<file path="src/verilog/fhc_consts.svh">
// Constants for the flash host sequencer: opcodes, status bits, pin timing
`ifndef FHC_CONSTS_SVH
`define FHC_CONSTS_SVH
`define FHC_OP_PROG_SETUP    8'h40
`define FHC_OP_PROG_ALT      8'h10
`define FHC_OP_READ_STATUS   8'h70
`define FHC_OP_CLEAR_STATUS  8'h50
`define FHC_OP_READ_ARRAY    8'hFF
`define FHC_OP_ERS_SUSPEND   8'hB0
`define FHC_OP_ERS_RESUME    8'hD0
`define FHC_OP_PRG_SUSPEND   8'hB0
`define FHC_OP_PRG_RESUME    8'hD0
`define FHC_OP_LOCK_SETUP    8'h60
`define FHC_OP_BLK_LOCK_CONF 8'h01
`define FHC_OP_PERM_LOCK_CNF 8'hF1
`define FHC_SR_READY         7
`define FHC_SR_ERS_SUSP      6
`define FHC_SR_ERS_ERR       5
`define FHC_SR_PRG_ERR       4
`define FHC_SR_SUPPLY_LOW    3
`define FHC_SR_PRG_SUSP      2
`define FHC_SR_LOCK_VIOL     1
`define FHC_STROBE_NS        75
`define FHC_STROBE_CYC       ((`FHC_STROBE_NS + 24) / 25)
`define FHC_ACCESS_NS        100
`define FHC_ACCESS_CYC       ((`FHC_ACCESS_NS + 24) / 25)
`endif

</file>
<file path="src/verilog/fhc_pkg.sv">
// Types shared by the flash host sequencer files
package fhc_pkg;
  // User-side command codes
  typedef enum logic [3:0] {
    FHC_CMD_PROGRAM    = 4'h0,
    FHC_CMD_READ_STAT  = 4'h1,
    FHC_CMD_CLEAR_STAT = 4'h2,
    FHC_CMD_READ_ARRAY = 4'h3,
    FHC_CMD_ERS_SUSP   = 4'h4,
    FHC_CMD_ERS_RESUME = 4'h5,
    FHC_CMD_PRG_SUSP   = 4'h6,
    FHC_CMD_PRG_RESUME = 4'h7,
    FHC_CMD_BLK_LOCK   = 4'h8,
    FHC_CMD_PERM_LOCK  = 4'h9
  } fhc_cmd_e;
  // A user request
  typedef struct packed {
    fhc_cmd_e    cmd;
    logic [19:0] addr;
    logic [15:0] data;
  } fhc_req_s;
  // Decoded status flags
  typedef struct packed {
    logic ready;
    logic ers_susp;
    logic ers_err;
    logic prg_err;
    logic supply_low;
    logic prg_susp;
    logic lock_viol;
  } fhc_stat_s;
  // Parallel bus pins toward the flash
  typedef struct packed {
    logic        ce_n;
    logic        oe_n;
    logic        we_n;
    logic [19:0] addr;
  } fhc_pins_s;
endpackage : fhc_pkg

</file>
<file path="src/verilog/fhc_bus_cycle.sv">
// One asynchronous bus cycle (write or read) on the flash pins
`timescale 1ns/100ps
`include "fhc_consts.svh"
module fhc_bus_cycle
  import fhc_pkg::*;
#(
  parameter int STROBE_CYC = `FHC_STROBE_CYC,
  parameter int ACCESS_CYC = `FHC_ACCESS_CYC
) (
  input  wire logic        clk_in,
  input  wire logic        rst_n_in,
  input  wire logic        start_in,
  input  wire logic        write_in,
  input  wire logic [19:0] addr_in,
  input  wire logic [15:0] wdata_in,
  input  wire logic [15:0] dq_sync_in,
  output logic             done_out,
  output logic [15:0]      rdata_out,
  output fhc_pins_s        pins_out,
  output logic [15:0]      dq_out,
  output logic             dq_oe_out
);
  localparam int CW = 8;
  // Phase: 0 idle, 1 strobe low, 2 recovery high
  logic [1:0]    ph_q, ph_d;
  logic [CW-1:0] cnt_q, cnt_d;
  logic          wr_q, wr_d;
  logic [19:0]   addr_q, addr_d;
  logic [15:0]   wd_q, wd_d;
  logic [15:0]   rd_q, rd_d;
  logic          done_q, done_d;

  // Next-state for the cycle timer
  always_comb begin
    ph_d   = ph_q;
    cnt_d  = cnt_q;
    wr_d   = wr_q;
    addr_d = addr_q;
    wd_d   = wd_q;
    rd_d   = rd_q;
    done_d = 1'b0;
    case (ph_q)
      2'd0: if (start_in) begin
        ph_d   = 2'd1;
        wr_d   = write_in;
        addr_d = addr_in;
        wd_d   = wdata_in;
        // Read needs the extra two sync stages before data is valid
        cnt_d  = write_in ? CW'(STROBE_CYC) : CW'(ACCESS_CYC + 2);
      end
      2'd1: if (cnt_q == '0) begin
        // Data captured by flash on the rising write strobe
        if (!wr_q) rd_d = dq_sync_in;
        ph_d  = 2'd2;
        cnt_d = CW'(STROBE_CYC);
      end else begin
        cnt_d = cnt_q - 1'b1;
      end
      // Strobe high again so the next status read relatches
      2'd2: if (cnt_q == '0) begin
        ph_d   = 2'd0;
        done_d = 1'b1;
      end else begin
        cnt_d = cnt_q - 1'b1;
      end
      default: ph_d = 2'd0;
    endcase
  end

  // Register the timer state
  always_ff @(posedge clk_in or negedge rst_n_in) begin
    if (!rst_n_in) begin
      ph_q   <= 2'd0;
      cnt_q  <= '0;
      wr_q   <= 1'b0;
      addr_q <= 20'h00000;
      wd_q   <= 16'h0000;
      rd_q   <= 16'h0000;
      done_q <= 1'b0;
    end else begin
      ph_q   <= ph_d;
      cnt_q  <= cnt_d;
      wr_q   <= wr_d;
      addr_q <= addr_d;
      wd_q   <= wd_d;
      rd_q   <= rd_d;
      done_q <= done_d;
    end
  end

  // Pin drive follows the phase
  always_comb begin
    pins_out.addr = addr_q;
    pins_out.ce_n = (ph_q != 2'd1);
    pins_out.we_n = !(ph_q == 2'd1 && wr_q);
    pins_out.oe_n = !(ph_q == 2'd1 && !wr_q);
  end
  assign dq_out    = wd_q;
  assign dq_oe_out = (ph_q != 2'd0) && wr_q;
  assign done_out  = done_q;
  assign rdata_out = rd_q;
endmodule : fhc_bus_cycle

</file>
<file path="src/verilog/fhc_host.sv">
// Host sequencer that drives a parallel NOR flash through its pins
// Notes on behaviour
// - Program is setup opcode then address/data write
// - After erase suspend, read status and check
// - Erase-suspended allows read, program, status, resume
// - Hold reset high, protect steady while suspended
// - After program suspend, read status and check
// - Program-suspended allows read, status, resume only
// - Lock set is setup then confirm write
// - Check program-error after lock, clear on error (the host only raises rsp_fail_out; the user issues the clear)
// - Clear status ignored while suspended
`timescale 1ns/100ps
`include "fhc_consts.svh"
module fhc_host
  import fhc_pkg::*;
#(
  // Opcodes not fixed by the device text are left configurable
  parameter logic [7:0] OP_READ_ARRAY    = `FHC_OP_READ_ARRAY,
  parameter logic [7:0] OP_ERS_SUSPEND   = `FHC_OP_ERS_SUSPEND,
  parameter logic [7:0] OP_ERS_RESUME    = `FHC_OP_ERS_RESUME,
  parameter logic [7:0] OP_PRG_SUSPEND   = `FHC_OP_PRG_SUSPEND,
  parameter logic [7:0] OP_PRG_RESUME    = `FHC_OP_PRG_RESUME,
  parameter logic [7:0] OP_LOCK_SETUP    = `FHC_OP_LOCK_SETUP,
  parameter logic [7:0] OP_BLK_LOCK_CONF = `FHC_OP_BLK_LOCK_CONF,
  parameter logic [7:0] OP_PERM_LOCK_CNF = `FHC_OP_PERM_LOCK_CNF,
  parameter logic       USE_ALT_PROGRAM  = 1'b0
) (
  input  wire logic        clk_in,
  input  wire logic        rst_n_in,
  // User side
  input  wire logic        req_valid_in,
  input  fhc_req_s         req_in,
  output logic             req_ready_out,
  output logic             rsp_valid_out,
  output logic [15:0]      rsp_data_out,
  output fhc_stat_s        rsp_stat_out,
  output logic             rsp_fail_out,
  output logic             busy_out,
  // Flash pins
  output fhc_pins_s        flash_pins_out,
  input  wire logic [15:0] dq_in,
  output logic [15:0]      dq_out,
  output logic             dq_oe_out,
  input  wire logic        ready_busy_in,
  output logic             reset_powerdown_n_out,
  output logic             boot_protect_n_out,
  input  wire logic        boot_protect_req_in
);
  // States in Gray order along the main path
  typedef enum logic [2:0] {
    ST_IDLE  = 3'b000,
    ST_CMD1  = 3'b001,
    ST_CMD2  = 3'b011,
    ST_POLL  = 3'b010,
    ST_DONE  = 3'b110,
    ST_RDATA = 3'b111
  } fhc_state_e;

  fhc_state_e  st_q, st_d;
  fhc_req_s    req_q, req_d;
  logic        ers_susp_q, ers_susp_d;  // Host view: erase suspended
  logic        prg_susp_q, prg_susp_d;  // Host view: program suspended
  logic        prot_q, prot_d;          // Boot-protect level held out
  logic [15:0] rsp_q, rsp_d;
  logic        rv_q, rv_d;
  logic        fail_q, fail_d;
  logic        go;
  logic        bc_start, bc_write, bc_done, bc_busy;
  logic [19:0] bc_addr;
  logic [15:0] bc_wdata, bc_rdata;
  logic [15:0] dq_s1_q, dq_s2_q;        // Data pin synchroniser
  logic        rb_s1_q, rb_s2_q;        // Ready pin synchroniser
  logic        legal, rd_pending_q, rd_pending; // Legal command; status read in flight

  // Pin synchronisers; first stage feeds only the second
  always_ff @(posedge clk_in or negedge rst_n_in) begin
    if (!rst_n_in) begin
      dq_s1_q <= 16'h0000;
      dq_s2_q <= 16'h0000;
      rb_s1_q <= 1'b0;
      rb_s2_q <= 1'b0;
    end else begin
      dq_s1_q <= dq_in;
      dq_s2_q <= dq_s1_q;
      rb_s1_q <= ready_busy_in;
      rb_s2_q <= rb_s1_q;
    end
  end

  // Command legality against the suspend state
  always_comb begin
    legal = 1'b1;
    if (prg_susp_q) begin
      legal = req_in.cmd inside {FHC_CMD_READ_ARRAY, FHC_CMD_READ_STAT,
                                 FHC_CMD_PRG_RESUME};
    end else if (ers_susp_q) begin
      legal = req_in.cmd inside {FHC_CMD_READ_ARRAY, FHC_CMD_READ_STAT,
                                 FHC_CMD_PROGRAM, FHC_CMD_ERS_RESUME,
                                 FHC_CMD_PRG_SUSP};
    end
    // Clearing flags is not functional while suspended
    if (req_in.cmd == FHC_CMD_CLEAR_STAT && (ers_susp_q || prg_susp_q)) legal = 1'b0;
  end

  assign req_ready_out = (st_q == ST_IDLE);
  assign go            = req_valid_in && req_ready_out;

  // First bus write opcode per command
  function automatic logic [15:0] first_op(input fhc_cmd_e c);
    logic [7:0] op;
    op = `FHC_OP_READ_STATUS;
    case (c)
      FHC_CMD_PROGRAM:    op = USE_ALT_PROGRAM ? `FHC_OP_PROG_ALT : `FHC_OP_PROG_SETUP;
      FHC_CMD_CLEAR_STAT: op = `FHC_OP_CLEAR_STATUS;
      FHC_CMD_READ_ARRAY: op = OP_READ_ARRAY;
      FHC_CMD_ERS_SUSP:   op = OP_ERS_SUSPEND;
      FHC_CMD_ERS_RESUME: op = OP_ERS_RESUME;
      FHC_CMD_PRG_SUSP:   op = OP_PRG_SUSPEND;
      FHC_CMD_PRG_RESUME: op = OP_PRG_RESUME;
      FHC_CMD_BLK_LOCK,
      FHC_CMD_PERM_LOCK:  op = OP_LOCK_SETUP;
      default:            op = `FHC_OP_READ_STATUS;
    endcase
    return {8'h00, op};
  endfunction

  // Main sequencer next-state
  always_comb begin
    st_d       = st_q;
    req_d      = req_q;
    ers_susp_d = ers_susp_q;
    prg_susp_d = prg_susp_q;
    prot_d     = prot_q;
    rsp_d      = rsp_q;
    rv_d       = 1'b0;
    fail_d     = fail_q;
    bc_start   = 1'b0;
    bc_write   = 1'b1;
    bc_addr    = req_q.addr;
    bc_wdata   = first_op(req_q.cmd);
    case (st_q)
      ST_IDLE: if (go) begin
        req_d = req_in;
        if (!legal) begin
          // Refused locally, nothing reaches the pins
          fail_d = 1'b1;
          rv_d   = 1'b1;
        end else begin
          fail_d = 1'b0;
          // Protect level is frozen while any operation is suspended
          // A protect request drives the active-low pin low
          if (!ers_susp_q && !prg_susp_q) prot_d = !boot_protect_req_in;
          st_d = ST_CMD1;
        end
      end
      ST_CMD1: begin
        bc_start = 1'b1;
        st_d     = ST_CMD2;
      end
      ST_CMD2: if (bc_done) begin
        case (req_q.cmd)
          // Second write carries address and data
          FHC_CMD_PROGRAM: begin
            bc_start = 1'b1;
            bc_wdata = req_q.data;
            st_d     = ST_POLL;
          end
          // Confirm inside target block or anywhere
          FHC_CMD_BLK_LOCK, FHC_CMD_PERM_LOCK: begin
            bc_start = 1'b1;
            bc_wdata = {8'h00, (req_q.cmd == FHC_CMD_BLK_LOCK) ?
                               OP_BLK_LOCK_CONF : OP_PERM_LOCK_CNF};
            st_d     = ST_POLL;
          end
          FHC_CMD_READ_ARRAY: begin
            bc_start = 1'b1;
            bc_write = 1'b0;
            st_d     = ST_RDATA;
          end
          // Late suspend leaves read-array mode: write read status first
          default: begin
            bc_start = 1'b1;
            bc_write = req_q.cmd inside {FHC_CMD_ERS_SUSP, FHC_CMD_PRG_SUSP};
            bc_wdata = {8'h00, `FHC_OP_READ_STATUS};
            st_d     = bc_write ? ST_POLL : ST_DONE;
          end
        endcase
      end
      // Wait on the pin, then read status
      ST_POLL: if (bc_done) begin
        st_d = ST_DONE;
      end
      ST_DONE: if (!bc_busy && (rb_s2_q || req_q.cmd inside {FHC_CMD_ERS_SUSP,
               FHC_CMD_PRG_SUSP, FHC_CMD_READ_STAT, FHC_CMD_CLEAR_STAT})) begin
        if (rd_pending) begin
          // Status now valid: flags decide suspend tracking
          rsp_d      = bc_rdata;
          ers_susp_d = bc_rdata[`FHC_SR_ERS_SUSP];
          prg_susp_d = bc_rdata[`FHC_SR_PRG_SUSP];
          // Program-error or erase-error in the status read marks failure
          fail_d     = bc_rdata[`FHC_SR_PRG_ERR] || bc_rdata[`FHC_SR_ERS_ERR];
          rv_d       = 1'b1;
          st_d       = ST_IDLE;
        end else begin
          bc_start = 1'b1;
          bc_write = 1'b0;
        end
      end
      ST_RDATA: if (bc_done) begin
        rsp_d = bc_rdata;
        rv_d  = 1'b1;
        st_d  = ST_IDLE;
      end
      default: st_d = ST_IDLE;
    endcase
  end

  // Tracks a status read in flight within the done state
  assign rd_pending = rd_pending_q && bc_done;
  assign bc_busy    = rd_pending_q && !bc_done;
  always_ff @(posedge clk_in or negedge rst_n_in) begin
    if (!rst_n_in) begin
      rd_pending_q <= 1'b0;
    end else if (st_q != ST_DONE) begin
      rd_pending_q <= (st_d == ST_DONE) && bc_start;
    end else if (bc_start) begin
      rd_pending_q <= 1'b1;
    end else if (bc_done) begin
      rd_pending_q <= 1'b0;
    end
  end

  // Register the sequencer state
  always_ff @(posedge clk_in or negedge rst_n_in) begin
    if (!rst_n_in) begin
      st_q       <= ST_IDLE;
      req_q      <= '0;
      ers_susp_q <= 1'b0;
      prg_susp_q <= 1'b0;
      prot_q     <= 1'b1;
      rsp_q      <= 16'h0000;
      rv_q       <= 1'b0;
      fail_q     <= 1'b0;
    end else begin
      st_q       <= st_d;
      req_q      <= req_d;
      ers_susp_q <= ers_susp_d;
      prg_susp_q <= prg_susp_d;
      prot_q     <= prot_d;
      rsp_q      <= rsp_d;
      rv_q       <= rv_d;
      fail_q     <= fail_d;
    end
  end

  // One bus cycle engine for all writes and reads
  fhc_bus_cycle u_cycle (
    .clk_in     (clk_in),
    .rst_n_in   (rst_n_in),
    .start_in   (bc_start),
    .write_in   (bc_write),
    .addr_in    (bc_addr),
    .wdata_in   (bc_wdata),
    .dq_sync_in (dq_s2_q),
    .done_out   (bc_done),
    .rdata_out  (bc_rdata),
    .pins_out   (flash_pins_out),
    .dq_out     (dq_out),
    .dq_oe_out  (dq_oe_out)
  );

  // Reset pin follows the host reset, so stays high in operation, notably while suspended
  assign reset_powerdown_n_out = rst_n_in;
  assign boot_protect_n_out    = prot_q;
  assign rsp_valid_out         = rv_q;
  assign rsp_data_out          = rsp_q;
  assign rsp_fail_out          = fail_q;
  assign busy_out              = (st_q != ST_IDLE);
  // Status word decoded into named flags
  assign rsp_stat_out = fhc_stat_s'(rsp_q[`FHC_SR_READY:`FHC_SR_LOCK_VIOL]);
  // Erase resume is only issued by the user once programs finished
endmodule : fhc_host

</file>
<file path="config.mk">
export PLATFORM = sky130hd
export DESIGN_NAME = fhc_host
export DESIGN_NICKNAME = d
export VERILOG_FILES = /design/src/verilog/fhc_pkg.sv /design/src/verilog/fhc_bus_cycle.sv /design/src/verilog/fhc_host.sv
export VERILOG_INCLUDE_DIRS = /design/src /design/src/verilog
export SDC_FILE = /design/constraint.sdc
export NUM_CORES = 1
export LEC_CHECK = 0
export ABC_AREA = 1
export BUFFER_PORTS_ARGS = -buffer_cell sky130_fd_sc_hd__buf_2
export CORE_MARGIN = 5
export CORE_UTILIZATION = 60
export DETAILED_ROUTE_END_ITERATION = 8
export PLACE_DENSITY = 0.89
export SLEW_MARGIN = 25
export SYNTH_ARGS = -nofsm -noshare
export SYNTH_HDL_FRONTEND = slang
export SYNTH_HIERARCHICAL = 1
export SYNTH_SLANG_ARGS = --single-unit
</file>
<file path="constraint.sdc">
create_clock -name clk_in -period 3.1 [get_ports clk_in]
set_input_delay 0.31 -clock clk_in [delete_from_list [all_inputs] [get_ports clk_in]]
set_output_delay 0.31 -clock clk_in [all_outputs]
set_load 0.005 [all_outputs]
</file>
==> results.ini <==
[logic_synthesis]
synth.most_common_cell = nand2_1
ys_top_cells_by_area = dfrtp_1 (59%), nand2_1 (10%), mux2_2 (4.7%)
ys_ff_latch = 163
yosys.area.top_type = dfrtp_1
syn_nets = 760
post_synth.cell_area_avg_sq_um = 9.95
synth.distinct_cells = 35
ys.flop_type = dfrtp_1
syn_inst = 692
synth_top_area_share_pct = 58.9
syn_area_sq_um = 6890
synthTopCellsByCount = nand2_1 (191), dfrtp_1 (162), inv_1 (68), nor2_1 (39), nand3_1 (30)
synth_edf_count = 0
async_flop_share_pct = 100
yosys_warnings = 6
seq_area_frac_synth_pct = 59.2

[detailed_routing]
drt-met1-wl_mm = 6.17
wl_per_cell_um = 14.8
dr.max_layer_used = met4
num_vias = 4991
drcViolationCount = 0
antenna_left = 0
drt-total-wl_mm = 14.6
route.met3.wl_um = 708
viasPerCell = 5.05
met2_length_mm = 7.55
first_iter_violations = 257
first_pass_iters = 4

[floorplan]
chipWidth_um = 117
coreArea_sq_um = 11300
die_area_sq_um = 13700
fp.dieH_um = 117
rows = 39
start_util_pct = 60.8
ios = 130

[clock_network]
cts-root-buf = clkbuf_16
clock-sinks = 163
clkSlewWorstSetupHoldPaths_ns = 0.06
cts_tree = done
ctsHtreeMaxLevel = 4
cts_buffers = 17
clockBufferDepth = 2
clk_latency_ns = 0.42

[critical_path]
r2r_end = u_cycle/addr_q[7]$_DFFE_PN0P_
required_ns = 3.40
crit_slowest_cell = mux2_2
r2r_slack_ns = 0.71
r2r_cells = 10
crit-reg2reg-launch = st_q[2]$_DFF_PN0_
worstPathMaxFanout = 21
cpPeakStageDelay_ns = 0.39
end_kind = register
crit_chain = inv_1, nand2_1, nor2_4, inv_1, nand2_1, a21oi_1, inv_1, nand2_2, buf_4, mux2_2
worstPathArrival_ns = 2.69
cpMostUsedCell = inv_1
crit_type = reg2reg
startpoint_type = register

[global_routing]
grt_max_degree = 94
grt_pass1_vias = 4964
grtUsageTotal_pct = 22.6
grt_pass1_wl_mm = 23.7
overflow = 0
antenna_found_initial = 0

[sta]
rsz0062_at_grt = no
max_freq_mhz = 418
setup_viol = 0
skew_ns = 0.0115
finalMaxSlewViolations = 0
hold_viol_final = 0
fin_crit_sh_pct = 77.1
min_period_ns = 2.39
tightestPinTransition_ns = 0.758
finalSetupTns_ns = 0
max-slew-margin-rel_pct = 49.3

[finish]
area_delta_synth_final_pct = 21.1
antenna_cells = 0
finalCoreUtilization_pct = 73.7
drive_gt1_share_pct = 31.6
nNetsFinal = 901
fill_cells = 765

[place]
hpwlAfterDp_mm = 9.53
numPortBuffers = 129
gp_congestion = 0.871

[power]
p_leak_nw = 4.53
ir_drop_mv = 0.929
fin_total_pwr_mw = 7.10
powerDensity_nw_per_um2 = 851

[worst_hold_path]
holdPathEnd = rb_s1_q$_DFF_PN0_
min_path_cells = 1
hp-start = ready_busy_in
holdCritPathClass = in2reg

[status]
status = completed

[job]
max_cap_viol_count = 0

-- cell families after synthesis --
logic type	count (synthesis)	share of synthesized area [%]
compound gates	63	5.58
xor+xnor	1	0.127
fa+ha+maj	7	1.27
buf+inv	117	7.74
flops	163	59.2
mux	36	5.89
simple gates	305	20.2
-- worst max-delay path: cells and delay by family (launching register included) --
kind	cells	cell delay (ns)
buffers and inverters	4	0.66
AND/OR/NAND/NOR	4	0.62
multiplexers	1	0.39
flip-flops	1	0.38
AO/OA/AOI/OAI	1	0.22
-- per-stage QoR --
| step | instances | area, sq um | setup slack [ns] | hold WS [ns] |
|---|---|---|---|---|
| floorplan | 692 | 6890 | 1.23 | 0.0144 |
| global placement | 940 | 7570 | 0.853 | 0.332 |
| detailed placement | 940 | 7570 | 0.733 | 0.335 |
| CTS | 988 | 8340 | 0.722 | 0.00448 |
| global route | 988 | 8340 | 0.517 | 0.0123 |
| finish | 988 | 8340 | 0.710 | 0.0297 |
-- how the worst max path moves through the flow --
stage / startpoint / end / slack, ns
detailed placement: st_q[2]$_DFF_PN0_ / u_cycle/addr_q[12]$_DFFE_PN0P_ / 0.73
global route: st_q[2]$_DFF_PN0_ / u_cycle/addr_q[12]$_DFFE_PN0P_ / 0.52
global placement: st_q[2]$_DFF_PN0_ / u_cycle/addr_q[17]$_DFFE_PN0P_ / 0.85
floorplan: st_q[2]$_DFF_PN0_ / u_cycle/dq_out[0]$_DFFE_PN0P_ / 1.23
CTS: st_q[2]$_DFF_PN0_ / u_cycle/addr_q[12]$_DFFE_PN0P_ / 0.72
finish: st_q[2]$_DFF_PN0_ / u_cycle/addr_q[7]$_DFFE_PN0P_ / 0.71
-- state kept, by name, summed over array words and instances, names as in the netlist --
register / flops
rsp_valid_out: 1
ers_susp_q: 1
rd_pending_q: 1
bc_addr: 20
u_cycle/rdata_out: 16
u_cycle/done_out: 1
prg_susp_q: 1
dq_s2_q: 16
rsp_data_out: 16
u_cycle/ph_q: 2
req_q: 20
rb_s1_q: 1
rsp_fail_out: 1
u_cycle/wr_q: 1
st_q: 3
rb_s2_q: 1
u_cycle/cnt_q: 8
dq_s1_q: 16
boot_protect_n_out: 1
u_cycle/addr_q: 20
u_cycle/dq_out: 16
-- cells in the final DEF, fill, tap and decap left out, drive strengths merged, types with 17 or more instances in the layout --
cell type | Yosys | layout
buf | 26 | 133
clkbuf | 2 | 19
dfrtp | 162 | 162
dlygate4sd3 | 0 | 17
inv | 89 | 93
mux2 | 36 | 36
nand2 | 213 | 213
nand3 | 35 | 35
nor2 | 48 | 48
o21ai | 51 | 51
-- timing repair --
action / 4_1_cts / 5_1_grt
hold buffers: 17 / 0
gates resized for setup: 0 / 0
hold endpoints to repair: 86 / 0
buffers inserted: 0 / 0
-- metal layers --
layer  GRT usage, %  vias to the layer above
li1               -                     2440
met1           28.4                     2406
met2           38.0                      129
met3           6.89                       16
met4           6.73                        0
met5              0                        -
-- final cells by class --
type	instances	area, sq um	share of cell area [%]
Sequential cell	163	4080	48.9
Multi-Input combinational cell	412	2280	27.3
Timing Repair Buffer	150	865	10.4
Clock buffer	19	453	5.43
Inverter	89	339	4.07
Tap cell	143	179	2.15
Clock inverter	12	148	1.77
-- power breakdown --
part	leakage, nW	switching [mW]	internal, mW	total, mW
registers	2.02	0.345	2.70	3.05
logic	2.22	1.16	0.787	1.95
clock network	0.289	0.863	1.24	2.11
total	4.53	2.37	4.73	7.10
Note: power is estimated with default switching activity, not from simulation.
